==> config.mk <==
export PLATFORM = sky130hd
export DESIGN_NAME = fsp_flash_security
export DESIGN_NICKNAME = d
export VERILOG_FILES = /design/src/rtl/fsp_pkg.sv /design/src/rtl/fsp_flash_security.sv
export SDC_FILE = /design/constraint.sdc
export NUM_CORES = 1
export LEC_CHECK = 0
export BUFFER_PORTS_ARGS = -buffer_cell sky130_fd_sc_hd__buf_2
export CELL_PAD_IN_SITES_DETAIL_PLACEMENT = 1
export CELL_PAD_IN_SITES_GLOBAL_PLACEMENT = 2
export CORE_UTILIZATION = 26
export DETAILED_ROUTE_END_ITERATION = 12
export MAX_ROUTING_LAYER = met4
export PLACE_DENSITY = 0.86
export SLEW_MARGIN = 5
export SYNTH_ARGS = -nofsm -noshare
export SYNTH_HDL_FRONTEND = slang
export SYNTH_SLANG_ARGS = --single-unit
==> constraint.sdc <==
create_clock -name clk -period 2.17 [get_ports clk]
set_input_delay 0.1085 -clock clk [delete_from_list [all_inputs] [get_ports clk]]
set_output_delay 0.1085 -clock clk [all_outputs]
set_load 0.05 [all_outputs]
==> src/rtl/fsp_pkg.sv <==
// Package of constants and types for the flash security and protection block
package fsp_pkg;
   localparam logic [15:0] FSP_OFF_LOCK = 16'h0101;
   localparam logic [15:0] FSP_OFF_RSVD = 16'h0102;
   localparam logic [15:0] FSP_OFF_CFG = 16'h0103;
   localparam logic [15:0] FSP_OFF_PROT = 16'h0104;

   localparam int FSP_BIT_CBE_EN = 7;
   localparam int FSP_BIT_CC_EN = 6;
   localparam int FSP_BIT_KEY_MODE = 5;
   localparam logic [7:0] FSP_CFG_WMASK = 8'hE0;
   localparam logic [7:0] FSP_CFG_RESET = 8'h00;
   localparam logic [7:0] FSP_LOCK_RESET = 8'h00;
   localparam logic [7:0] FSP_PROT_RESET = 8'h00;

   localparam logic [1:0] FSP_BD_ENABLED = 2'h2;
   localparam logic [1:0] FSP_UNSECURED = 2'h2;
   localparam logic [4:0] FSP_UP_NONE = 5'h1F;
   localparam logic [2:0] FSP_LO_NONE = 3'h7;
   localparam logic [5:0] FSP_ARRAY_KB = 6'h20;

   typedef enum logic [1:0] {FSP_CMD_PROGRAM, FSP_CMD_SECTOR_ERASE, FSP_CMD_MASS_ERASE,
      FSP_CMD_OTHER} fsp_cmd_type;
   typedef enum {FSP_LOAD, FSP_RUN} fsp_phase_type;

   typedef struct packed {
      fsp_phase_type phase;
      logic [7:0] lock_reg;
      logic [7:0] cfg_reg;
      logic [7:0] prot_reg;
      logic [7:0] rdata;
      logic loaded;
      logic bd_en;
      logic unsec;
      logic cbe_irq;
      logic cc_irq;
      logic cmd_start;
      logic key_wr;
      logic rd_grant;
      logic cmd_go;
      logic viol;
   } fsp_state_type;
endpackage

==> src/rtl/fsp_flash_security.sv <==
// Security, configuration and protection registers of the flash controller
`timescale 1ns/1ns
`default_nettype none
module fsp_flash_security (
   input wire logic clk,
   input wire logic rst_b,
   input wire logic [15:0] reg_addr,
   input wire logic [7:0] reg_wdata,
   input wire logic reg_wr,
   input wire logic reg_rd,
   output logic [7:0] reg_rdata,
   input wire logic [7:0] nvm_lock_byte,
   input wire logic [7:0] nvm_prot_byte,
   input wire logic special_mode,
   input wire logic backdoor_unsecure,
   input wire logic cmd_buffer_empty_flag,
   input wire logic all_done_flag,
   input wire logic array_wr,
   input wire logic array_rd,
   input wire logic cmd_req,
   input wire logic [1:0] cmd_kind,
   input wire logic [14:0] cmd_addr,
   output logic regs_loaded,
   output logic backdoor_enabled,
   output logic unsecured,
   output logic buffer_empty_irq,
   output logic complete_irq,
   output logic cmd_seq_start,
   output logic key_word_wr,
   output logic array_rd_grant,
   output logic cmd_go,
   output logic protect_violation_flag_set
);
   fsp_pkg::fsp_state_type s_reg;
   fsp_pkg::fsp_state_type s_next;

   // ----------------------------------------
   // Protection decode
   // ----------------------------------------
   function automatic logic [5:0] low_kb(input logic [2:0] code);
      logic [5:0] kb;
      kb = fsp_pkg::FSP_ARRAY_KB;
      case (code)
         3'h3: kb = 6'h04;
         3'h4: kb = 6'h03;
         3'h5: kb = 6'h02;
         3'h6: kb = 6'h01;
         3'h7: kb = 6'h00;
         default: kb = fsp_pkg::FSP_ARRAY_KB; // Reserved codes act as whole array
      endcase
      return kb;
   endfunction

   function automatic logic [5:0] up_kb(input logic [4:0] code);
      if (code == fsp_pkg::FSP_UP_NONE) begin
         return 6'h00;
      end
      return 6'h1F - {1'b0, code};
   endfunction

   function automatic logic addr_protected(input logic [7:0] prot, input logic [14:0] a);
      logic up_hit;
      logic lo_hit;
      up_hit = (prot[7:3] != fsp_pkg::FSP_UP_NONE) && (a[14:10] > prot[7:3]);
      lo_hit = ({1'b0, a[14:10]} < low_kb(prot[2:0]));
      return up_hit || lo_hit;
   endfunction

   logic any_prot;
   logic grows;
   logic hit;
   assign any_prot = (s_reg.prot_reg[7:3] != fsp_pkg::FSP_UP_NONE) ||
                     (s_reg.prot_reg[2:0] != fsp_pkg::FSP_LO_NONE);
   assign grows = (up_kb(reg_wdata[7:3]) >= up_kb(s_reg.prot_reg[7:3])) &&
                  (low_kb(reg_wdata[2:0]) >= low_kb(s_reg.prot_reg[2:0]));
   assign hit = addr_protected(s_reg.prot_reg, cmd_addr);

   // ----------------------------------------
   // Next state
   // ----------------------------------------
   always_comb begin
      logic run;
      logic [7:0] lock_n;
      run = (s_reg.phase == fsp_pkg::FSP_RUN);
      lock_n = s_reg.lock_reg;
      s_next = s_reg;
      s_next.rdata = 8'h00;
      s_next.cmd_start = 1'b0;
      s_next.key_wr = 1'b0;
      s_next.rd_grant = 1'b0;
      s_next.cmd_go = 1'b0;
      s_next.viol = 1'b0;

      unique case (s_reg.phase)
         fsp_pkg::FSP_LOAD: begin
            // Caught after release so no port feeds the async reset path
            lock_n = nvm_lock_byte;
            s_next.prot_reg = nvm_prot_byte;
            s_next.phase = fsp_pkg::FSP_RUN;
            s_next.loaded = 1'b1;
         end
         fsp_pkg::FSP_RUN: begin
            if (backdoor_unsecure) begin
               lock_n[1:0] = fsp_pkg::FSP_UNSECURED;
            end
            if (reg_wr && reg_addr == fsp_pkg::FSP_OFF_CFG) begin
               s_next.cfg_reg[7:6] = reg_wdata[7:6];
               if (s_reg.bd_en) begin
                  s_next.cfg_reg[fsp_pkg::FSP_BIT_KEY_MODE] =
                     reg_wdata[fsp_pkg::FSP_BIT_KEY_MODE];
               end
            end
            if (reg_wr && reg_addr == fsp_pkg::FSP_OFF_PROT && (special_mode || grows)) begin
               s_next.prot_reg = reg_wdata;
            end
            if (reg_rd) begin
               case (reg_addr)
                  fsp_pkg::FSP_OFF_LOCK: s_next.rdata = s_reg.lock_reg;
                  fsp_pkg::FSP_OFF_CFG: s_next.rdata = s_reg.cfg_reg & fsp_pkg::FSP_CFG_WMASK;
                  fsp_pkg::FSP_OFF_PROT: s_next.rdata = s_reg.prot_reg;
                  default: s_next.rdata = 8'h00; // Reserved byte and holes read zero
               endcase
            end
            if (array_wr) begin
               if (s_reg.cfg_reg[fsp_pkg::FSP_BIT_KEY_MODE]) begin
                  s_next.key_wr = 1'b1;
               end else begin
                  s_next.cmd_start = 1'b1;
               end
            end
            s_next.rd_grant = array_rd; // Reads never gated by key mode
            if (cmd_req) begin
               if (fsp_pkg::fsp_cmd_type'(cmd_kind) == fsp_pkg::FSP_CMD_MASS_ERASE) begin
                  s_next.cmd_go = !any_prot;
                  s_next.viol = any_prot;
               end else if (fsp_pkg::fsp_cmd_type'(cmd_kind) == fsp_pkg::FSP_CMD_OTHER) begin
                  s_next.cmd_go = 1'b1;
               end else begin
                  s_next.cmd_go = !hit;
                  s_next.viol = hit;
               end
            end
         end
      endcase
      // Lock register has no bus write path; after the load only backdoor_unsecure changes its low bits
      s_next.lock_reg = lock_n;
      s_next.bd_en = run || s_reg.phase == fsp_pkg::FSP_LOAD ?
                     (lock_n[7:6] == fsp_pkg::FSP_BD_ENABLED) : 1'b0;
      s_next.unsec = (lock_n[1:0] == fsp_pkg::FSP_UNSECURED);
      s_next.cbe_irq = s_next.cfg_reg[fsp_pkg::FSP_BIT_CBE_EN] && cmd_buffer_empty_flag;
      s_next.cc_irq = s_next.cfg_reg[fsp_pkg::FSP_BIT_CC_EN] && all_done_flag;
   end

   always_ff @(posedge clk or negedge rst_b) begin
      if (!rst_b) begin
         s_reg <= '{phase: fsp_pkg::FSP_LOAD, lock_reg: fsp_pkg::FSP_LOCK_RESET,
                    cfg_reg: fsp_pkg::FSP_CFG_RESET, prot_reg: fsp_pkg::FSP_PROT_RESET,
                    default: '0};
      end else begin
         s_reg <= s_next;
      end
   end

   assign reg_rdata = s_reg.rdata;
   assign regs_loaded = s_reg.loaded;
   assign backdoor_enabled = s_reg.bd_en;
   assign unsecured = s_reg.unsec;
   assign buffer_empty_irq = s_reg.cbe_irq;
   assign complete_irq = s_reg.cc_irq;
   assign cmd_seq_start = s_reg.cmd_start;
   assign key_word_wr = s_reg.key_wr;
   assign array_rd_grant = s_reg.rd_grant;
   assign cmd_go = s_reg.cmd_go;
   assign protect_violation_flag_set = s_reg.viol;

   // ----------------------------------------
   // Reference protection decode
   // ----------------------------------------
   // Kept as address bounds, apart from the kbyte functions, so one slip
   // cannot hide in both the logic and its check
   logic [15:0] ref_up_start;
   logic [15:0] ref_lo_end;
   logic ref_hit;

   always_comb begin
      ref_up_start = 16'h8000;
      ref_lo_end = 16'h8000;
      if (s_reg.prot_reg[7:3] != 5'h1F) begin
         ref_up_start = {1'b0, s_reg.prot_reg[7:3] + 5'h01, 10'h000};
      end
      case (s_reg.prot_reg[2:0])
         3'h3: ref_lo_end = 16'h1000;
         3'h4: ref_lo_end = 16'h0C00;
         3'h5: ref_lo_end = 16'h0800;
         3'h6: ref_lo_end = 16'h0400;
         3'h7: ref_lo_end = 16'h0000;
         default: ref_lo_end = 16'h8000;
      endcase
      ref_hit = ({1'b0, cmd_addr} >= ref_up_start) || ({1'b0, cmd_addr} < ref_lo_end);
   end
endmodule
`default_nettype wire

==> results of run 1 <==
-- cells in the final DEF (no fill, tap or decap), drive strengths merged, types with 4 or more instances in the layout --
cell,n
buf,85
and2,4
nor2,31
clkbuf,5
nand2b,5
o221a,7
nor3,4
inv,13
a21oi,13
nand2,7
dfrtp,37
mux2,8
nor2b,7
o21ai,7
a22oi,5
ha,16
-- worst register-to-register path: cells and delay by family, from the launching register on --
kind                       cells  cell delay (ps)
AOI/OAI and AO/OA              4              690
adders and majority gates      1              300
buffers and inverters          1              130
DFF                            1              400
and+or+nand+nor                2              430
-- layout make-up --
class / count / share of cell area
clock buffer: 5 / 0.0250
tap: 102 / 0.0464
multi-input combinational: 144 / 0.389
timing repair buffer: 86 / 0.170
sequential: 37 / 0.337
clock inverter: 3 / 0.0159
inverter: 12 / 0.0173
-- per-stage QoR --
stage | setup WS, ps | hold WS (ps) | power, mW | instance area (um2)
floorplan | 149 | -187 | 0.979 | 2140
global placement | 53.8 | 242 | 1.12 | 2570
detailed placement | -58.8 | 250 | 1.14 | 2570
CTS | 18.2 | 14.8 | 1.75 | 2710
global route | -13.8 | 22.5 | 1.84 | 2750
finish | 93.4 | 24.3 | 1.75 | 2750
-- power by group --
part	leakage, nW	switching, mW	internal (mW)	total, mW
Combinational	0.843	0.202	0.181	0.383
Sequential	0.472	0.0356	0.729	0.765
Clock	0.0585	0.255	0.344	0.599
Total	1.37	0.492	1.25	1.75
-- timing repair --
action / 4_1_cts / 5_1_grt
buffers inserted: 1 / 3
hold endpoints to repair: 37 / 0
resized for setup: 1 / 6
hold buffers: 1 / 0
endpoints found under the setup margin: 8 / 8
pin swaps: 2 / 6
-- kinds of logic (layout without fill, tap and decap cells) --
group,after synthesis,count (layout),share of synthesized area
mux,10,10,0.0514
buf+inv,31,106,0.0771
compound gates,46,46,0.160
simple gates,71,71,0.184
other cells,1,1,0.00175
fa+ha+maj,16,16,0.0935
flops,37,37,0.432
-- final timing paths --
| path | end | cells after the start |
|---|---|---|
| max in group asynchronous | s_reg[40] | 2 |
| worst max register to register | s_reg[25] | 8 |
| min in group asynchronous | unsecured | 2 |
| worst min-delay path | buffer_empty_irq | 2 |
| worst min register to register | cmd_seq_start | 1 |
| worst max-delay path | s_reg[25] | 8 |
-- routing by layer --
layer,up-vias,GRT usage,wire [um]
met1,882,0.164,2480
met2,44,0.236,2950
met4,0,0.0423,46
li1,892,-,-
met5,-,-,0
met3,6,0.0213,161
==> results.cfg, run 1 <==
[floorplanning]
start_util = 0.273
rows = 32
pin_count = 86
die_y_um = 92.8
dieArea_um2 = 8610
core_um2 = 7850
die_width_um = 92.8

[placement]
gp_congestion = 0.751
dp_hpwl_um = 4650
port_buffers = 75
post-place-cells = 376

[global_routing]
track_usage = 0.137
antenna_found_initial = 0
grt-ovfl-total = 0
grt_max_degree = 38
grt_pass1_vias = 1900
grt_pass1_wl_um = 9000

[worst_setup_path]
cp_top_family = compound AO/OA/AOI/OAI gates
cpMaxStageDelayCell = dfrtp_1
start_kind = register
end_kind = register
cp.required_ps = 2350
crit_fanout = 8
crit_buf_inv = 1
cp.arrival_ps = 2250
startpoint = s_reg[20]
max_stage_delay_ps = 400
reg2reg_from = s_reg[20]
rrSetupSlack_ps = 90
crit_chain = buf_6, nand3b_1, ha_1, o21ai_1, o21bai_1, a21oi_2, nand4b_4, o221a_1
worstSetupPathType = register to register

[timing]
finClkSkew_ps = 5.42
relSlewSlack = 0.469
finalMaxSlewViolations = 0
max_freq_mhz = 482
max_slew.worst_pin.slew_ps = 796
fin_crit_ps = 2080
post-route-period-util = 0.957
hold_viol = 0
tns_ps = 0
setup_viol = 0

[route]
drt_iter0_markers = 64
ant_nets = 0
wl_per_cell_um = 14.5
drt_wl_total_um = 5640
vias = 1824
drc = 0
first_pass_iters = 5
via_per_inst = 4.69

[logic_synthesis]
synth_cell_type_count = 44
synthDominantCellAreaShare = 0.432
async_reset_ff_frac = 1.00
syn-instance-count = 212
synth.area.top_cells = dfrtp_1 43%, ha_1 9.3%, nor2_1 5.4%
post-synth-top-count-cell = dfrtp_1
ys_seq_elements = 37
seq_area_frac_synth = 0.432
synth_top_cell_by_area = dfrtp_1
mappedNetlistArea_um2 = 2140
synth_edf_count = 0
avgSynthCellArea_um2 = 10.1
synth_top_flop_cell = dfrtp_1
ys_top_cells_by_count = 37 x dfrtp_1, 31 x nor2_1, 16 x ha_1, 13 x a21oi_1, 11 x inv_1
syn-num-nets = 296
yosys_warnings = 0

[power]
power_leakage_nw = 1.37
ir_worst_vdd_v = 0.000274
p_per_area_nw_per_um2 = 635

[finish]
diodes = 0
syn_to_final_growth_pct = 28.4
final_core_util = 0.351
largest_reg_flops = 20
multi_input_area_um2 = 1070
layout-drive-gt1-share = 0.387
final_cells = 389
nets = 370
fill_cells = 950
seqCellArea_um2 = 926

[clocking]
clockRootBuffer = clkbuf_8
htree_levels = 2
path_clk_slew_ps = 80
clockBufferDepth = 2
cts_buffers = 5
cts_sinks = 37
cts_tree = yes
worstSkewPairLatency_ps = 290

[run]
cap_violations = 0

[min_path]
hp-start = cmd_buffer_empty_flag
holdCritPathClass = input port to register

[status]
status = finished clean
Power figures use the tool's default switching activity.
==> run 2, diff against run 1 <==
--- a/config.mk
+++ b/config.mk
@@ -5,13 +5,14 @@
 export SDC_FILE = /design/constraint.sdc
 export NUM_CORES = 1
 export LEC_CHECK = 0
+export ABC_AREA = 1
 export BUFFER_PORTS_ARGS = -buffer_cell sky130_fd_sc_hd__buf_2
 export CELL_PAD_IN_SITES_DETAIL_PLACEMENT = 1
 export CELL_PAD_IN_SITES_GLOBAL_PLACEMENT = 2
-export CORE_UTILIZATION = 26
+export CORE_UTILIZATION = 24
 export DETAILED_ROUTE_END_ITERATION = 12
 export MAX_ROUTING_LAYER = met4
-export PLACE_DENSITY = 0.86
+export PLACE_DENSITY = 0.85
 export SLEW_MARGIN = 5
 export SYNTH_ARGS = -nofsm -noshare
 export SYNTH_HDL_FRONTEND = slang
==> run 2 against run 1 <==
Critical path depth rose by 4. Hold slack worse by 14 ps. First-iteration DRC count fell by 38%. Power is 2.4% lower. Clock power is essentially flat. Sequential share of layout area down 2.3 points. Area after synthesis increased by 9.6%. Fmax increased by 5.1%. Flip-flop and latch count did not move. Design area grew 7.6%. Count of clock-buffer cells in the layout is 1 higher. Critical endpoint is now s_reg[19]. Largest cell class unchanged.
==> results.cfg, run 2 <==
[clocking]
cts_sinks = 37
clockRootBuffer = clkbuf_8
cts_tree = yes
cts_buffers = 5
htree_levels = 2
worstSkewPairLatency_ps = 290
clockBufferDepth = 2
path_clk_slew_ps = 70

[worst_setup_path]
rrSetupSlack_ps = 190
reg2reg_from = s_reg[19]
startpoint = s_reg[19]
ff2ff_path_depth = 12
end_kind = register
r2r_end = s_reg[19]
crit_fanout = 8
worstSetupPathType = register to register
start_kind = register
cp.required_ps = 2350
cp.arrival_ps = 2150

[power]
p_sw_uw = 500
clkPwrFrac = 0.352
p_per_area_nw_per_um2 = 576
finalPower_mw = 1.71
p_seq_frac = 0.444
ir_worst_vdd_v = 0.000219
power_leakage_nw = 1.66
sw_frac_of_total = 0.293
p_int_mw = 1.20
combPwrFrac = 0.204

[timing]
fin_crit_ps = 1980
setup_viol = 0
finClkSkew_ps = 12.1
max_freq_mhz = 506
tns_ps = 0
finalMaxSlewViolations = 0
post-route-period-util = 0.911
max_slew.worst_pin.slew_ps = 857
rsz0062_at_grt = no
relSlewSlack = 0.429
hold_viol = 0

[finish]
final_cells = 516
layout-drive-gt1-share = 0.289
nets = 470
final_core_util = 0.316
layout_commonest_cell = nand2_1
mostFrequentLayoutCells = 93 x nand2_1, 75 x buf_2, 37 x inv_1
syn_to_final_growth_pct = 26.1
final_area_um2 = 2960
largest_reg_flops = 20
diodes = 0

[floorplanning]
die_y_um = 101
dieArea_um2 = 10200
start_util = 0.250
rows = 35
pin_count = 86
die_width_um = 101
core_um2 = 9370

[run]
cap_violations = 0

[placement]
post-place-cells = 504
port_buffers = 75
dpl-instance-area_um2 = 2820
dp_hpwl_um = 5220
gp_congestion = 0.765

[logic_synthesis]
synth_cell_type_count = 29
ys_top_cells_by_count = 93 x nand2_1, 38 x inv_1, 37 x dfrtp_1, 31 x nand3_1, 21 x nor2_1
synth_top_flop_cell = dfrtp_1
post-synth-top-count-cell = nand2_1
synth_top_cell_by_area = dfrtp_1
synthDominantCellAreaShare = 0.394
seq_area_frac_synth = 0.394
mappedNetlistArea_um2 = 2350
synth.area.top_cells = dfrtp_1 39%, nand2_1 15%, ha_1 8.5%
async_reset_ff_frac = 1.00
syn-num-nets = 398
synth_edf_count = 0
syn-instance-count = 314
ys_seq_elements = 37
avgSynthCellArea_um2 = 7.48
yosys_warnings = 0

[route]
ant_nets = 0
vias = 2190
drt_wl_total_um = 6450
first_pass_iters = 4
drt_iter0_markers = 40
via_per_inst = 4.24
drc = 0
wl_per_cell_um = 12.5

[global_routing]
grt_max_degree = 38
track_usage = 0.143
grt_pass1_vias = 2412
grt-ovfl-total = 0
antenna_found_initial = 0
grt_pass1_wl_um = 11000

[min_path]
hold_path_end = array_rd_grant
hp-start = array_rd
holdCritPathClass = input port to register
worstHoldPathCells = 3

[status]
status = finished clean
run 2: worst max-delay path, stage by stage, from the launching register on:
cell	delay [ps]
dfrtp_2	440
or2_2	320
ha_1	310
inv_1	60
nor2_1	30
o21bai_1	110
nand3_1	100
nand2_1	80
nand2_1	80
nand2_4	110
nand2_4	80
nand2_1	80
nand2_1	50
run 2: per-stage QoR:
| stage | hold WS, ps | worst slack [ps] |
|---|---|---|
| global placement | 258 | 199 |
| finish | 10.3 | 194 |
| global route | 24.7 | 3.12 |
| detailed placement | 266 | 145 |
| CTS | 3.27 | 126 |
| floorplan | -187 | 395 |
run 2: area by class of cell:
cell class | count | area (um2)
repair buffers | 83 | 438
clock buffers | 6 | 72.6
multi-input cells | 216 | 1160
flip-flops and latches | 37 | 927
inverters | 43 | 166
clock inverters | 2 | 38.8
well taps | 129 | 161
fillers | 1233 | 6410
run 2: worst max-delay path by stage:
stage                      to  slack [ps]
floorplan           s_reg[24]         400
global route        s_reg[21]           3
finish              s_reg[19]         190
CTS                 s_reg[19]         130
detailed placement  s_reg[19]         150
global placement    s_reg[23]         200
run 2: power groups by stage:
stage	registers [mW]	logic [mW]	clock network, mW
finish	0.757	0.348	0.601
global route	0.764	0.403	0.650
CTS	0.756	0.355	0.624
detailed placement	0.770	0.350	0
global placement	0.767	0.336	0
floorplan	0.792	0.182	0
run 2: what timing repair did:
item,4_1_cts,5_1_grt
hold buffers,1,0
hold endpoints to repair,37,0
setup buffers,0,3
setup endpoints to repair,0,8
resized for setup,0,2
run 2: logic make-up after synthesis:
group                      synth area share
other                               0.00160
adders and majority gates            0.0853
DFF                                   0.394
buffers and inverters                 0.113
AOI/OAI and AO/OA                    0.0624
and+or+nand+nor                       0.343
run 2: per-layer routing:
layer | GRT usage | part of all wire | wire length, um
met1 | 0.167 | 0.46 | 2950
met2 | 0.255 | 0.50 | 3210
met3 | 0.0243 | 0.035 | 228
met4 | 0.0312 | 0.011 | 71
met5 | - | 0 | 0
